===== config.mk =====
export PLATFORM = sky130hd
export DESIGN_NAME = tdea_top
export DESIGN_NICKNAME = d
export VERILOG_FILES = /design/src/rtl/tdea_prbs.v /design/src/rtl/tdea_top.v
export VERILOG_INCLUDE_DIRS = /design/src /design/src/rtl
export SDC_FILE = /design/constraint.sdc
export NUM_CORES = 1
export LEC_CHECK = 0
export ABC_AREA = 1
export BUFFER_PORTS_ARGS = -buffer_cell sky130_fd_sc_hd__clkbuf_2
export CAP_MARGIN = 10
export CORE_MARGIN = 1
export CORE_UTILIZATION = 60
export DETAILED_ROUTE_END_ITERATION = 10
export PLACE_DENSITY = 0.79
export SYNTH_ARGS = -nofsm -noshare
export SYNTH_HDL_FRONTEND = slang
export SYNTH_SLANG_ARGS = --single-unit

===== constraint.sdc =====
create_clock -name clk_i -period 4.5 [get_ports clk_i]
set_input_delay 0.9 -clock clk_i [delete_from_list [all_inputs] [get_ports clk_i]]
set_output_delay 0.9 -clock clk_i [all_outputs]
set_load 0.02 [all_outputs]

===== src/rtl/tdea_consts.vh =====
// constants for the telegraph distortion and error analyzer
`ifndef TDEA_CONSTS_VH
`define TDEA_CONSTS_VH

`define TDEA_CLK_HZ       250000000
`define TDEA_AUTO_CLR_S   5
`define TDEA_DC_PER_BIT   7'h64
`define TDEA_DIST_MAX     7'h32
`define TDEA_ERR_MAX      6'h32
`define TDEA_ALIGN_BITS   4'hB
`define TDEA_STOP_BASE    4'h6
`define TDEA_LVL_8        2'h3
`define TDEA_TBDIV_RST    16'h0081
`define TDEA_CTRL_RST     32'h0000_0000

`define TDEA_A_CTRL       8'h00
`define TDEA_A_CMD        8'h04
`define TDEA_A_STATUS     8'h08
`define TDEA_A_ERRCNT     8'h0C
`define TDEA_A_LATCH      8'h10
`define TDEA_A_TBDIV      8'h14

`define TDEA_F_MODE       0
`define TDEA_F_SYNC       3
`define TDEA_F_LVL        4
`define TDEA_F_TSEL       6
`define TDEA_F_AUTO       10
`define TDEA_F_PAREN      11
`define TDEA_F_IVAL       12
`define TDEA_F_INV        15

`define TDEA_C_DCLR       0
`define TDEA_C_PCLR       1
`define TDEA_C_ALIGN      2
`define TDEA_C_RESTART    3

`define TDEA_M_PEAK       3'h0
`define TDEA_M_BIAS       3'h1
`define TDEA_M_END        3'h2
`define TDEA_M_PARITY     3'h3
`define TDEA_M_ALT        3'h4
`define TDEA_M_PRBS       3'h5

`define TDEA_IV_1E2       20'h00064
`define TDEA_IV_1E3       20'h003E8
`define TDEA_IV_1E4       20'h02710
`define TDEA_IV_1E5       20'h186A0
`define TDEA_IV_1E6       20'hF4240

`define TDEA_PRBS_SEED    11'h7FF
`define TDEA_RESP_OKAY    2'h0
`define TDEA_RESP_SLVERR  2'h2

`endif


===== src/rtl/tdea_prbs.v =====
// pseudo-random sequence register, free running or seeded from a bit stream
`timescale 1ns/10ps
`default_nettype none
`include "tdea_consts.vh"

module tdea_prbs (
    input  wire clk_i,
    input  wire nrst_i,
    input  wire step_i,
    input  wire seed_en_i,
    input  wire seed_bit_i,
    input  wire long_i,
    output wire bit_o
);
    reg  [10:0] state;
    // 2047 taps 11/9, 511 taps 9/5
    wire        fb = long_i ? (state[10] ^ state[8]) : (state[8] ^ state[4]);

    assign bit_o = fb;

    // seeding from received data makes the checker self-align
    always @(posedge clk_i or negedge nrst_i) begin
        if (!nrst_i) begin
            state <= `TDEA_PRBS_SEED;
        end else if (step_i) begin
            state <= {state[9:0], seed_en_i ? seed_bit_i : fb};
        end
    end
endmodule
`default_nettype wire


===== src/rtl/tdea_top.v =====
// distortion and error analyzer measurement logic with an axi4-lite register slave
//
// Chosen here: the AXI4-Lite register port and the register addresses.
`timescale 1ns/10ps
`default_nettype none
`include "tdea_consts.vh"

// Summary of operation
// - peak mode holds largest distortion seen since clear, 0 to 50 percent
// - held peak stays until an operator clear or auto clear zeroes it
// - auto clear zeroes the peak and average distortion display every five seconds; the error count is not cleared
// - bias mode averages space-to-mark shift; early lights marking, late spacing
// - end mode averages mark-to-space shift; early lights spacing, late marking
// - end measurement only for start-stop input, never synchronous
// - transition select 1..9 measures one transition per character, start-stop only
// - no level change at selected position means no value for that character
// - parity error on 8-level start-stop sets lamp until parity clear
// - error count steps by one per parity or bit error and is displayed
// - at count 50 overflow lights and further errors are not counted
// - finite interval stops counting and lights count complete after that many bits
// - five seconds after count complete the count clears and restarts
// - alternating mode with synchronous input counts errors against one-zero reversals
// - pseudo-random check uses strap-selected 511 or 2047 sequence; source must match
// - one output pulse per detected bit error for an external counter
// - own pseudo-random sequence is generated and driven out
// - parity mode checks 8-level start-stop parity and counts each error
// - distortion counter steps 50 down to zero and up to 50 per bit
// - each measured transition (per mode and transition select) strobes the counter value into the holding register
// - time base at 200x bit rate, halved, then divided by 100 for bit timing
module tdea_top #(
    parameter integer AUTO_CLR_CYCLES = `TDEA_AUTO_CLR_S * `TDEA_CLK_HZ
) (
    input  wire        clk_i,
    input  wire        nrst_i,
    input  wire [7:0]  s_axi_awaddr_i,
    input  wire        s_axi_awvalid_i,
    output wire        s_axi_awready_o,
    input  wire [31:0] s_axi_wdata_i,
    input  wire [3:0]  s_axi_wstrb_i,
    input  wire        s_axi_wvalid_i,
    output wire        s_axi_wready_o,
    output reg  [1:0]  s_axi_bresp_o,
    output reg         s_axi_bvalid_o,
    input  wire        s_axi_bready_i,
    input  wire [7:0]  s_axi_araddr_i,
    input  wire        s_axi_arvalid_i,
    output wire        s_axi_arready_o,
    output reg  [31:0] s_axi_rdata_o,
    output reg  [1:0]  s_axi_rresp_o,
    output reg         s_axi_rvalid_o,
    input  wire        s_axi_rready_i,
    input  wire        line_i,
    input  wire        prbs_long_strap_i,
    output reg         pattern_o,
    output reg         err_pulse_o,
    output reg         bit_sync_o,
    output wire        marking_o,
    output wire        spacing_o,
    output reg         parity_err_o,
    output wire        overflow_o,
    output reg         count_comp_o
);
    localparam [30:0] AUTO_LAST = AUTO_CLR_CYCLES[30:0] - 31'h1;
    localparam [1:0]  ADJ_NONE  = 2'h0;
    localparam [1:0]  ADJ_HOLD  = 2'h1;
    localparam [1:0]  ADJ_FAST  = 2'h2;

    function [31:0] merge;
        input [31:0] old;
        input [31:0] data;
        input [3:0]  strb;
        integer      i;
        begin
            merge = old;
            for (i = 0; i < 4; i = i + 1) begin
                if (strb[i]) begin
                    merge[i*8 +: 8] = data[i*8 +: 8];
                end
            end
        end
    endfunction

    function [19:0] ival_limit;
        input [2:0] sel;
        begin
            case (sel)
                3'h1:    ival_limit = `TDEA_IV_1E2;
                3'h2:    ival_limit = `TDEA_IV_1E3;
                3'h3:    ival_limit = `TDEA_IV_1E4;
                3'h4:    ival_limit = `TDEA_IV_1E5;
                3'h5:    ival_limit = `TDEA_IV_1E6;
                default: ival_limit = 20'h00000;
            endcase
        end
    endfunction

    // register slave
    reg         aw_held;
    reg         w_held;
    reg  [7:0]  awaddr_q;
    reg  [31:0] wdata_q;
    reg  [3:0]  wstrb_q;
    reg  [31:0] ctrl;
    reg  [15:0] tbdiv;
    wire        do_wr = aw_held && w_held && !s_axi_bvalid_o;
    wire        wr_map = (awaddr_q == `TDEA_A_CTRL) || (awaddr_q == `TDEA_A_CMD)
                      || (awaddr_q == `TDEA_A_TBDIV);
    wire        cmd_wr = do_wr && (awaddr_q == `TDEA_A_CMD) && wstrb_q[0];
    wire        cmd_dclr = cmd_wr && wdata_q[`TDEA_C_DCLR];
    wire        cmd_pclr = cmd_wr && wdata_q[`TDEA_C_PCLR];
    wire        cmd_align = cmd_wr && wdata_q[`TDEA_C_ALIGN];
    wire        cmd_restart = cmd_wr && wdata_q[`TDEA_C_RESTART];
    wire [31:0] tbdiv_m = merge({16'h0000, tbdiv}, wdata_q, wstrb_q);

    assign s_axi_awready_o = !aw_held && !s_axi_bvalid_o;
    assign s_axi_wready_o  = !w_held && !s_axi_bvalid_o;
    assign s_axi_arready_o = !s_axi_rvalid_o;

    wire [2:0]  mode = ctrl[`TDEA_F_MODE +: 3];
    wire        sync = ctrl[`TDEA_F_SYNC];
    wire [1:0]  lvl  = ctrl[`TDEA_F_LVL +: 2];
    wire [3:0]  tsel = ctrl[`TDEA_F_TSEL +: 4];
    wire        auto_en = ctrl[`TDEA_F_AUTO];
    wire        par_en = ctrl[`TDEA_F_PAREN];
    wire [2:0]  ival = ctrl[`TDEA_F_IVAL +: 3];
    wire        inv = ctrl[`TDEA_F_INV];

    always @(posedge clk_i or negedge nrst_i) begin
        if (!nrst_i) begin
            aw_held        <= 1'b0;
            w_held         <= 1'b0;
            awaddr_q       <= 8'h00;
            wdata_q        <= 32'h0000_0000;
            wstrb_q        <= 4'h0;
            s_axi_bvalid_o <= 1'b0;
            s_axi_bresp_o  <= `TDEA_RESP_OKAY;
            ctrl           <= `TDEA_CTRL_RST;
            tbdiv          <= `TDEA_TBDIV_RST;
        end else begin
            if (s_axi_awvalid_i && s_axi_awready_o) begin
                aw_held  <= 1'b1;
                awaddr_q <= s_axi_awaddr_i;
            end
            if (s_axi_wvalid_i && s_axi_wready_o) begin
                w_held  <= 1'b1;
                wdata_q <= s_axi_wdata_i;
                wstrb_q <= s_axi_wstrb_i;
            end
            if (do_wr) begin
                aw_held        <= 1'b0;
                w_held         <= 1'b0;
                s_axi_bvalid_o <= 1'b1;
                s_axi_bresp_o  <= wr_map ? `TDEA_RESP_OKAY : `TDEA_RESP_SLVERR;
                if (awaddr_q == `TDEA_A_CTRL) begin
                    ctrl <= merge(ctrl, wdata_q, wstrb_q);
                end
                if (awaddr_q == `TDEA_A_TBDIV) begin
                    tbdiv <= tbdiv_m[15:0];
                end
            end else if (s_axi_bvalid_o && s_axi_bready_i) begin
                s_axi_bvalid_o <= 1'b0;
            end
        end
    end

    // line input: three flops, change taken once second and third agree
    reg s1;
    reg s2;
    reg s3;
    reg line;
    reg line_d;
    always @(posedge clk_i or negedge nrst_i) begin
        if (!nrst_i) begin
            s1     <= 1'b1;
            s2     <= 1'b1;
            s3     <= 1'b1;
            line   <= 1'b1;
            line_d <= 1'b1;
        end else begin
            s1     <= line_i;
            s2     <= s1;
            s3     <= s2;
            line_d <= line;
            if (s2 == s3) begin
                line <= s3 ^ inv;
            end
        end
    end
    wire rise = line && !line_d;
    wire fall = !line && line_d;
    wire edge_ev = rise || fall;

    // strap caught after reset release
    reg strap_done;
    reg prbs_long;
    always @(posedge clk_i or negedge nrst_i) begin
        if (!nrst_i) begin
            strap_done <= 1'b0;
            prbs_long  <= 1'b0;
        end else if (!strap_done) begin
            strap_done <= 1'b1;
            prbs_long  <= prbs_long_strap_i;
        end
    end

    // time base, counting clock and distortion counter
    reg  [15:0] tb_cnt;
    reg         dc_div;
    reg  [6:0]  phase;
    reg  [1:0]  adj;
    reg         in_char;
    reg  [3:0]  elem;
    wire        tick200 = (tb_cnt == tbdiv);
    wire        dc_tick = tick200 && dc_div;
    wire        run = sync || in_char;
    wire [6:0]  step = (adj == ADJ_HOLD) ? 7'h00 : (adj == ADJ_FAST) ? 7'h02 : 7'h01;
    wire [6:0]  psum = phase + step;
    wire        wrap = psum >= `TDEA_DC_PER_BIT;
    wire [6:0]  next_phase = wrap ? psum - `TDEA_DC_PER_BIT : psum;
    wire        bt = dc_tick && run && wrap;
    wire        mid = dc_tick && run && (phase == `TDEA_DIST_MAX) && (adj != ADJ_HOLD);
    wire        late = phase < `TDEA_DIST_MAX;
    wire [6:0]  dfull = late ? phase : `TDEA_DC_PER_BIT - phase;
    wire [5:0]  dval = dfull[5:0];
    wire        start_ev = !sync && !in_char && fall;
    wire [3:0]  stop_idx = {2'h0, lvl} + `TDEA_STOP_BASE;

    always @(posedge clk_i or negedge nrst_i) begin
        if (!nrst_i) begin
            tb_cnt     <= 16'h0000;
            dc_div     <= 1'b0;
            phase      <= 7'h00;
            adj        <= ADJ_NONE;
            in_char    <= 1'b0;
            elem       <= 4'h0;
            bit_sync_o <= 1'b0;
        end else if (start_ev) begin
            // character start realigns the counter to the start transition
            tb_cnt  <= 16'h0000;
            dc_div  <= 1'b0;
            phase   <= 7'h00;
            adj     <= ADJ_NONE;
            in_char <= 1'b1;
            elem    <= 4'h0;
        end else begin
            tb_cnt     <= tick200 ? 16'h0000 : tb_cnt + 16'h0001;
            bit_sync_o <= late;
            if (tick200) begin
                dc_div <= !dc_div;
            end
            if (dc_tick && run) begin
                phase <= next_phase;
                adj   <= ADJ_NONE;
                if (wrap) begin
                    elem <= elem + 4'h1;
                end
            end
            // synchronous input: drop or add a count to follow the line
            if (sync && edge_ev && dval != 6'h00) begin
                adj <= late ? ADJ_HOLD : ADJ_FAST;
            end
            if (in_char && elem == stop_idx && mid) begin
                in_char <= 1'b0;
            end
        end
    end

    // transfer strobe and distortion display
    wire [3:0] bidx = late ? elem : elem + 4'h1;
    wire       sel_ok = (tsel == 4'h0) || (!sync && bidx == tsel);
    reg        mode_ok;
    always @* begin
        case (mode)
            `TDEA_M_BIAS: mode_ok = rise;
            `TDEA_M_END:  mode_ok = fall && !sync;
            default:      mode_ok = edge_ev;
        endcase
    end
    wire latch_strobe = mode_ok && sel_ok && (sync || in_char);

    reg  [5:0]        latched;
    reg  [5:0]        peak;
    reg  signed [9:0] acc;
    reg  [30:0]       auto_cnt;
    wire              auto_tick = auto_en && (auto_cnt == AUTO_LAST);
    wire              dclr = cmd_dclr || auto_tick;
    wire signed [9:0] sv = late ? {4'h0, dval} : -{4'h0, dval};
    wire [9:0]        mag = acc[9] ? -acc : acc;
    wire              avg_early = acc[9];
    wire              avg_mode = (mode == `TDEA_M_BIAS) || (mode == `TDEA_M_END);
    wire              avg_nz = (acc != 10'sh000);

    assign marking_o = avg_mode && avg_nz
                    && ((mode == `TDEA_M_BIAS) ? avg_early : !avg_early);
    assign spacing_o = avg_mode && avg_nz
                    && ((mode == `TDEA_M_BIAS) ? !avg_early : avg_early);

    always @(posedge clk_i or negedge nrst_i) begin
        if (!nrst_i) begin
            latched  <= 6'h00;
            peak     <= 6'h00;
            acc      <= 10'sh000;
            auto_cnt <= 31'h0000_0000;
        end else begin
            auto_cnt <= (auto_tick || !auto_en) ? 31'h0000_0000 : auto_cnt + 31'h0000_0001;
            if (latch_strobe) begin
                latched <= dval;
            end
            if (dclr) begin
                peak <= 6'h00;
                acc  <= 10'sh000;
            end else if (latch_strobe) begin
                if (mode == `TDEA_M_PEAK && dval > peak) begin
                    peak <= dval;
                end
                if (avg_mode) begin
                    // running average, weight one eighth per transition
                    acc <= acc + sv - (acc >>> 3);
                end
            end
        end
    end

    // parity, reversal and pseudo-random checking
    reg        par;
    reg        alt_exp;
    reg  [3:0] align_cnt;
    wire       aligning = (align_cnt != 4'h0);
    wire       prbs_exp;
    wire       par_mode = (mode == `TDEA_M_PARITY) && !sync && (lvl == `TDEA_LVL_8);
    wire       pe = par_mode && in_char && mid && (elem == stop_idx) && par;
    wire       pat_mode = sync && ((mode == `TDEA_M_ALT) || (mode == `TDEA_M_PRBS));
    wire       exp_bit = (mode == `TDEA_M_ALT) ? alt_exp : prbs_exp;
    wire       be = pat_mode && mid && !aligning && (line != exp_bit);

    tdea_prbs u_check (
        .clk_i      (clk_i),
        .nrst_i     (nrst_i),
        .step_i     (pat_mode && mid),
        .seed_en_i  (aligning),
        .seed_bit_i (line),
        .long_i     (prbs_long),
        .bit_o      (prbs_exp)
    );

    always @(posedge clk_i or negedge nrst_i) begin
        if (!nrst_i) begin
            par          <= 1'b0;
            alt_exp      <= 1'b0;
            align_cnt    <= 4'h0;
            parity_err_o <= 1'b0;
            err_pulse_o  <= 1'b0;
        end else begin
            err_pulse_o <= be;
            if (in_char && mid) begin
                if (elem == 4'h0) begin
                    par <= 1'b0;
                end else if (elem < stop_idx) begin
                    par <= par ^ line;
                end
            end
            if (pat_mode && mid) begin
                alt_exp <= aligning ? !line : !alt_exp;
            end
            if (cmd_align) begin
                align_cnt <= `TDEA_ALIGN_BITS;
            end else if (aligning && pat_mode && mid) begin
                align_cnt <= align_cnt - 4'h1;
            end
            // a new error in the clearing cycle still lights the lamp
            if (pe && par_en) begin
                parity_err_o <= 1'b1;
            end else if (cmd_pclr) begin
                parity_err_o <= 1'b0;
            end
        end
    end

    // error counting over an interval
    reg  [5:0]  err_cnt;
    reg  [19:0] bits;
    reg  [30:0] comp_cnt;
    wire [19:0] limit = ival_limit(ival);
    wire        counting = !count_comp_o && !aligning;
    wire        restart = cmd_restart || (count_comp_o && comp_cnt == AUTO_LAST);

    assign overflow_o = (err_cnt == `TDEA_ERR_MAX);

    always @(posedge clk_i or negedge nrst_i) begin
        if (!nrst_i) begin
            err_cnt      <= 6'h00;
            bits         <= 20'h00000;
            comp_cnt     <= 31'h0000_0000;
            count_comp_o <= 1'b0;
        end else if (restart) begin
            err_cnt      <= 6'h00;
            bits         <= 20'h00000;
            comp_cnt     <= 31'h0000_0000;
            count_comp_o <= 1'b0;
        end else begin
            if ((pe || be) && counting && !overflow_o) begin
                err_cnt <= err_cnt + 6'h01;
            end
            if (count_comp_o) begin
                comp_cnt <= comp_cnt + 31'h0000_0001;
            end else if (bt && counting && ival != 3'h0) begin
                bits <= bits + 20'h00001;
                if (bits + 20'h00001 == limit) begin
                    count_comp_o <= 1'b1;
                end
            end
        end
    end

    // pattern generator, stepped at bit rate
    wire gen_bit;
    tdea_prbs u_gen (
        .clk_i      (clk_i),
        .nrst_i     (nrst_i),
        .step_i     (bt),
        .seed_en_i  (1'b0),
        .seed_bit_i (1'b0),
        .long_i     (prbs_long),
        .bit_o      (gen_bit)
    );
    always @(posedge clk_i or negedge nrst_i) begin
        if (!nrst_i) begin
            pattern_o <= 1'b1;
        end else if (bt) begin
            pattern_o <= (mode == `TDEA_M_ALT) ? !pattern_o : gen_bit;
        end
    end

    // read side
    wire [5:0] disp = (mode == `TDEA_M_PEAK) ? peak : avg_mode ? mag[8:3] : err_cnt;
    reg  [31:0] rd_mux;
    reg         rd_ok;
    always @* begin
        rd_ok = 1'b1;
        case (s_axi_araddr_i)
            `TDEA_A_CTRL:   rd_mux = ctrl;
            `TDEA_A_CMD:    rd_mux = 32'h0000_0000;
            `TDEA_A_STATUS: rd_mux = {17'h00000, line, aligning, count_comp_o, overflow_o,
                                      parity_err_o, spacing_o, marking_o, 2'h0, disp};
            `TDEA_A_ERRCNT: rd_mux = {26'h0000000, err_cnt};
            `TDEA_A_LATCH:  rd_mux = {26'h0000000, latched};
            `TDEA_A_TBDIV:  rd_mux = {16'h0000, tbdiv};
            default: begin
                rd_mux = 32'h0000_0000;
                rd_ok  = 1'b0;
            end
        endcase
    end

    always @(posedge clk_i or negedge nrst_i) begin
        if (!nrst_i) begin
            s_axi_rvalid_o <= 1'b0;
            s_axi_rdata_o  <= 32'h0000_0000;
            s_axi_rresp_o  <= `TDEA_RESP_OKAY;
        end else if (s_axi_arvalid_i && s_axi_arready_o) begin
            s_axi_rvalid_o <= 1'b1;
            s_axi_rdata_o  <= rd_mux;
            s_axi_rresp_o  <= rd_ok ? `TDEA_RESP_OKAY : `TDEA_RESP_SLVERR;
        end else if (s_axi_rready_i) begin
            s_axi_rvalid_o <= 1'b0;
        end
    end
endmodule
`default_nettype wire


==> impl_metrics.yaml, run 1 <==
sta:
  slew_violations: 0
  worstMarginPinSlew_ns: 0.7865
  fin_crit_sh: 0.8412
  fmax_mhz: 264.2
  rsz0062_at_grt: "false"
  hold_viol: 0
  skew_ns: 0.02402
  whs_ns: 0.3435
  setup_ws_ns: 0.7148
  slew_headroom: 0.4713
  setup_tns_ns: 0
  finalCriticalPeriod_ns: 3.785
  setup_viol_count_final: 0
grt:
  grt_pass1_wl_um: 71400
  grt_max_degree: 103
  gr-usage-all-layers: 0.3028
  overflow: 0
  grt_pass1_vias: 14520
  antenna_found_initial: 0
cts:
  cts-root-buf: "clkbuf_16"
  cts_sinks: 311
  postCtsHoldBufs: 0
  clockBufferDepth: 3
  insertion_delay_ns: 0.53
  clk_pin_slew_ns: 0.07
  htree_num_levels: 2
  cts_buffers: 35
  postCtsSetupRepairBufs: 0
  cts-resized-gates: 0
  cts_tree: "done"
power:
  pwr-share-seq: 0.371
  powerDensity_nw_per_um2: 523.6
  p_leak_nw: 9.292
  p_sw_w: 0.003856
  p_sw_frac: 0.3809
  p_clk_frac: 0.288
  p_comb_frac: 0.341
  p_int_w: 0.006267
  vdd_drop_max_v: 0.0004698
job:
  maxCapViolations: 0
cells_and_area:
  regArea_um2: 7820
  antenna_cells: 0
  fin_nets: 2423
  fin_cells: 2715
  area_growth_pct: 11.64
  fin_util: 0.6883
  nFillCells: 2299
  multiInputGateArea_um2: 8115
  drive_gt1_frac: 0.1211
die:
  core_area_um2: 28090
  die-width_um: 171.9
  die_height_um: 171.9
  pin_count: 110
  initial_utilization: 0.6166
  rows: 61
  die_area_um2: 29550
placed_design:
  routabilityCongestion: 0.9309
  hpwl_um: 31670
  dp_worst_setup_slack_ns: 0.7870
  dp_cells: 2652
  port-buffer-count: 107
logic_synthesis:
  synth_ff_type: "dfrtp_1"
  yosysWarnings: 0
  avgSynthCellArea_um2: 7.836
  ys_seq_elements: 311
  async_flop_share: 1.000
  synth_edf_count: 0
  syn-cell-area_um2: 17320
  synth_cells: 2210
  synth_cell_type_count: 71
  synth_seq_area_share: 0.4516
drt:
  drc: 0
  ant_nets: 0
  first_pass_iters: 5
  wl_per_cell_um: 16.04
  drt-total-wl_um: 43540
  viasPerCell: 5.618
  via_count: 15250
  drt_iter0_drc: 1404
worst_setup_path:
  startpoint: "phase[3]"
  cp-end-kind: "register"
  start_kind: "register"
  worstSetupPathType: "reg2reg"
  worstReg2RegStart: "phase[3]"
  cp_max_fo: 17
  crit_required_ns: 4.90
  arrival_ns: 4.18
outcome:
  outcome: "completed"
min_path:
  holdCritPathClass: "in2async"
## layout make-up
type / count / area share
multi-input combinational: 1552 / 0.4198
sequential: 311 / 0.4045
inverter: 296 / 0.05760
clock buffer: 50 / 0.05035
timing repair buffer: 115 / 0.03262
tap: 378 / 0.02446
clock inverter: 13 / 0.01074
## logic make-up (layout without fill, tap and decap cells)
family,count (synthesis),after routing,synth area share
other,2,3,0.0004337
multiplexers,11,11,0.007081
adder cells (fa/ha/maj),51,51,0.04118
AO/OA/AOI/OAI,353,353,0.1112
flip-flops,311,311,0.4516
AND/OR/NAND/NOR,1075,1075,0.2759
XOR/XNOR,59,59,0.03229
buffers and inverters,348,474,0.08034
## sequential cells by signal, summed over array words and instances, names as in the netlist, 6 cells and up
| name | count |
|---|---|
| bits | 20 |
| u_gen.state | 11 |
| ctrl | 32 |
| auto_cnt | 31 |
| tb_cnt | 16 |
| peak | 6 |
| phase | 7 |
| latched | 6 |
| acc | 10 |
| tbdiv | 16 |
| s_axi_rdata_o | 32 |
| awaddr_q | 8 |
| comp_cnt | 31 |
| u_check.state | 11 |
| err_cnt | 6 |
| wdata_q | 32 |
## critical path: stages, from the launching register on
cell and delay [ns]:
dfrtp_1 0.50, inv_2 0.16, nand4_2 0.15, nand2_4 0.20, inv_2 0.17, a22oi_2 0.22, nand3_1 0.12, nor2_1 0.15
nor2_1 0.06, a22oi_1 0.19, fa_1 0.45, inv_1 0.07, ha_1 0.28, a21oi_1 0.17, o21ai_0 0.12, a21oi_1 0.19
o21ai_0 0.13, xnor2_1 0.14, nor2_1 0.06, nand2_1 0.06, nand2_1 0.04
## metrics by stage
step / power [W] / area, um2
global placement: 0.007014 / 18150
floorplan: 0.006297 / 17320
CTS: 0.01013 / 19330
finish: 0.01012 / 19330
detailed placement: 0.007176 / 18150
global route: 0.01080 / 19330
## power by group through the flow
stage / sequential, W / clock, W / combinational, W
5_1_grt: 0.00381 / 0.00308 / 0.00391
3_3_place_gp: 0.00375 / 0 / 0.00326
4_1_cts: 0.00374 / 0.00295 / 0.00343
6_report: 0.00376 / 0.00291 / 0.00345
3_5_place_dp: 0.00378 / 0 / 0.00340
2_1_floorplan: 0.00364 / 0 / 0.00266
## cells in the mapped netlist (5+ instances only)
master | count | share of area
inv_1 | 279 | 0.060
clkbuf_1 | 30 | 0.0065
o211ai_1 | 5 | 0.0022
nor3b_1 | 5 | 0.0022
xnor2_1 | 16 | 0.0081
nor3_2 | 9 | 0.0052
nand4_1 | 35 | 0.013
mux2_2 | 10 | 0.0065
nand2_2 | 5 | 0.0018
o21ai_0 | 163 | 0.047
nand2_1 | 537 | 0.12
inv_2 | 14 | 0.0030
nor3_1 | 51 | 0.015
dfrtp_1 | 281 | 0.41
buf_6 | 6 | 0.0039
a21oi_1 | 116 | 0.034
fa_1 | 10 | 0.012
buf_2 | 9 | 0.0026
nor2_2 | 8 | 0.0029
xor2_1 | 40 | 0.020
nor2_1 | 232 | 0.050
nor4_1 | 16 | 0.0058
nand3_1 | 137 | 0.040
o21ai_1 | 18 | 0.0052
dfstp_2 | 30 | 0.046
ha_1 | 41 | 0.030
o22ai_1 | 14 | 0.0051
nand3_2 | 5 | 0.0029
## layout by cell type (no fill, tap or decap), drive strengths merged, types with 9 or more instances in the layout
cell / count
ha: 41
dfstp: 30
xnor2: 16
dfrtp: 281
nand2: 545
a21oi: 119
clkbuf: 156
xor2: 40
inv: 295
fa: 10
nor3: 62
clkinv: 9
nand4: 37
nand3: 146
nor2: 245
nor4: 18
o21ai: 183
o22ai: 14
mux2: 10
buf: 9
## per-layer routing
| metal | track usage | part of all wire | vias up |
|---|---|---|---|
| met3 | 0.04211 | 0.066 | 82 |
| met4 | 0.08927 | 0.025 | 0 |
| met5 | 0 | 0 | - |
| li1 | - | - | 7381 |
| met1 | 0.4298 | 0.45 | 7239 |
| met2 | 0.4842 | 0.46 | 550 |
## worst paths after layout
| kind | slack [ns] | cells after the start | end |
|---|---|---|---|
| worst min-delay path | 0.34 | 1 | acc[2] |
| worst max-delay path | 0.71 | 20 | acc[7] |
| max in group asynchronous | 3.23 | 2 | tbdiv[0] |
| worst max register to register | 0.71 | 20 | acc[7] |
| worst min register to register | 0.35 | 0 | s2 |
| min in group clk_i | 0.35 | 0 | s2 |
Note: power is estimated with default switching activity, not from simulation.
==> inputs of run 2 (changes only) <==
- clock period: 4.5 -> 3.5 ns (I/O delays scaled with it)
==> run 2 against run 1 <==
  * Combinational power grew 35%
  * Hold slack lost 0.16 ns
  * Wire length grew 1.5%
  * Core utilization grew 1.2 points
  * Largest power group unchanged
  * Power grew 31%
  * Die area is the same
  * Sequential cell count is the same
==> impl_metrics.yaml, run 2 (synthesis gave the netlist of run 1 again) <==
grt:
  grt_max_degree: 85
  gr-usage-met2: 0.4972
  antenna_found_initial: 0
  grtUsageMet1: 0.4153
  use_met3: 0.05928
  gr-usage-all-layers: 0.3060
  grt_pass1_vias: 14600
  grt_pass1_wl_um: 71700
  gr-max-usage-layer: "met2"
  overflow: 0
worst_setup_path:
  r2r_end: "acc[9]"
  critPathMaxStageDelay_ns: 0.45
  cp_max_fo: 13
  r2r_setup_slack_ns: 0.23
  crit_slowest_cell: "dfrtp_1"
  worstSetupPathType: "reg2out"
  arrival_ns: 2.65
  path_common_cell: "inv_1"
  start_kind: "register"
  crit_required_ns: 2.80
  cp-end-kind: "primary output"
  crit_chain: "inv_1 > nand3_1 > nand2_2 > inv_1 > a21oi_1 > inv_1 > nor2_1 > clkbuf_2"
  worstReg2RegStart: "phase[0]"
  worstRegToRegCells: 22
drt:
  drt-total-wl_um: 44200
  wl_per_cell_um: 16.10
  via_count: 15360
  first_pass_iters: 5
  viasPerCell: 5.595
  drt_iter0_drc: 1197
  ant_nets: 0
  drc: 0
power:
  p_leak_nw: 9.456
  vdd_drop_max_v: 0.0005303
  power.total_w: 0.01329
  powerDensity_nw_per_um2: 675.6
cts:
  cts_buffers: 35
  htree_num_levels: 2
  cts_sinks: 311
  insertion_delay_ns: 0.53
  clk_pin_slew_ns: 0.06
  clockBufferDepth: 3
  cts-root-buf: "clkbuf_16"
  cts_tree: "done"
job:
  maxCapViolations: 0
die:
  pin_count: 110
  rows: 61
  die-width_um: 171.9
  die_area_um2: 29550
  initial_utilization: 0.6166
  die_height_um: 171.9
  core_area_um2: 28090
sta:
  slew_violations: 0
  finalCriticalPeriod_ns: 3.349
  fin_crit_sh: 0.9570
  hold_viol: 0
  slew_headroom: 0.4609
  setup_viol_count_final: 0
  setup_tns_ns: 0
  worstMarginPinSlew_ns: 0.8020
  skew_ns: 0.01259
  fmax_mhz: 298.6
placed_design:
  port-buffer-count: 107
  routabilityCongestion: 0.9885
  hpwl_um: 32070
cells_and_area:
  antenna_cells: 0
  final_common_cell: "nand2_1"
  multiInputGateArea_um2: 8202
  reg.largest.list: "ctrl: 32 flops, s_axi_rdata_o: 32 flops, wdata_q: 32 flops"
  layout_common_cells: "nand2_1, dfrtp_1, inv_1, nor2_1, o21ai_0"
  regArea_um2: 7823
  fin_nets: 2452
  drive_gt1_frac: 0.1445
  area_growth_pct: 13.59
  nFillCells: 2284
outcome:
  outcome: "completed"
min_path:
  holdCritPathClass: "in2async"
-- run 2: worst max path at each step --
| stage | startpoint | to | cells past startpoint |
|---|---|---|---|
| 2_1_floorplan | phase[2] | acc[7] | 22 |
| 3_3_place_gp | phase[2] | acc[7] | 20 |
| 3_5_place_dp | phase[2] | acc[7] | 20 |
| 4_1_cts | phase[2] | acc[7] | 20 |
| 5_1_grt | phase[1] | acc[7] | 20 |
| 6_report | ctrl[2] | spacing_o | 8 |
-- run 2: worst max-delay path: cells and delay by family, from the launching register on --
kind | cells | cell delay [ns]
AO/OA/AOI/OAI | 1 | 0.29
flip-flops | 1 | 0.45
buffers and inverters | 4 | 0.65
AND/OR/NAND/NOR | 3 | 0.73
-- run 2: what timing repair did --
action                                  in CTS  in global routing
endpoints found under the setup margin       0                  7
hold buffers                                 0                  0
setup buffers                                0                  6
resized for setup                            0                 31
-- run 2: through the flow --
step                hold WS, ns  instance area [um2]  utilization  std cells  setup WS, ns
global placement         0.3480                18320       0.6522       2674       0.08678
global route             0.2413                19670       0.7004       2745      -0.03943
CTS                      0.2088                19530       0.6954       2738       0.05616
detailed placement       0.3501                18320       0.6522       2674       0.07068
floorplan                0.3452                17320            -       2211        0.1802
finish                   0.1819                19670       0.7004       2745        0.1506
-- run 2: power by group --
part / internal [W] / switching [W]
clock network: 0.00229 / 0.00154
registers: 0.00426 / 0.000532
logic: 0.00165 / 0.00302
total: 0.00820 / 0.00509
-- run 2: per-layer routing --
metal / wire (um) / up-vias
met3: 2994 / 85
li1: - / 7453
met2: 20640 / 504
met1: 19460 / 7316
met5: 0 / -
met4: 1102 / 0
-- run 2: layout make-up --
type | count | area share
Clock buffer | 46 | 0.04968
Multi-Input combinational cell | 1553 | 0.4169
Sequential cell | 311 | 0.3977
Clock inverter | 18 | 0.01208
Tap cell | 378 | 0.02404
Timing Repair Buffer | 143 | 0.04274
Inverter | 296 | 0.05686
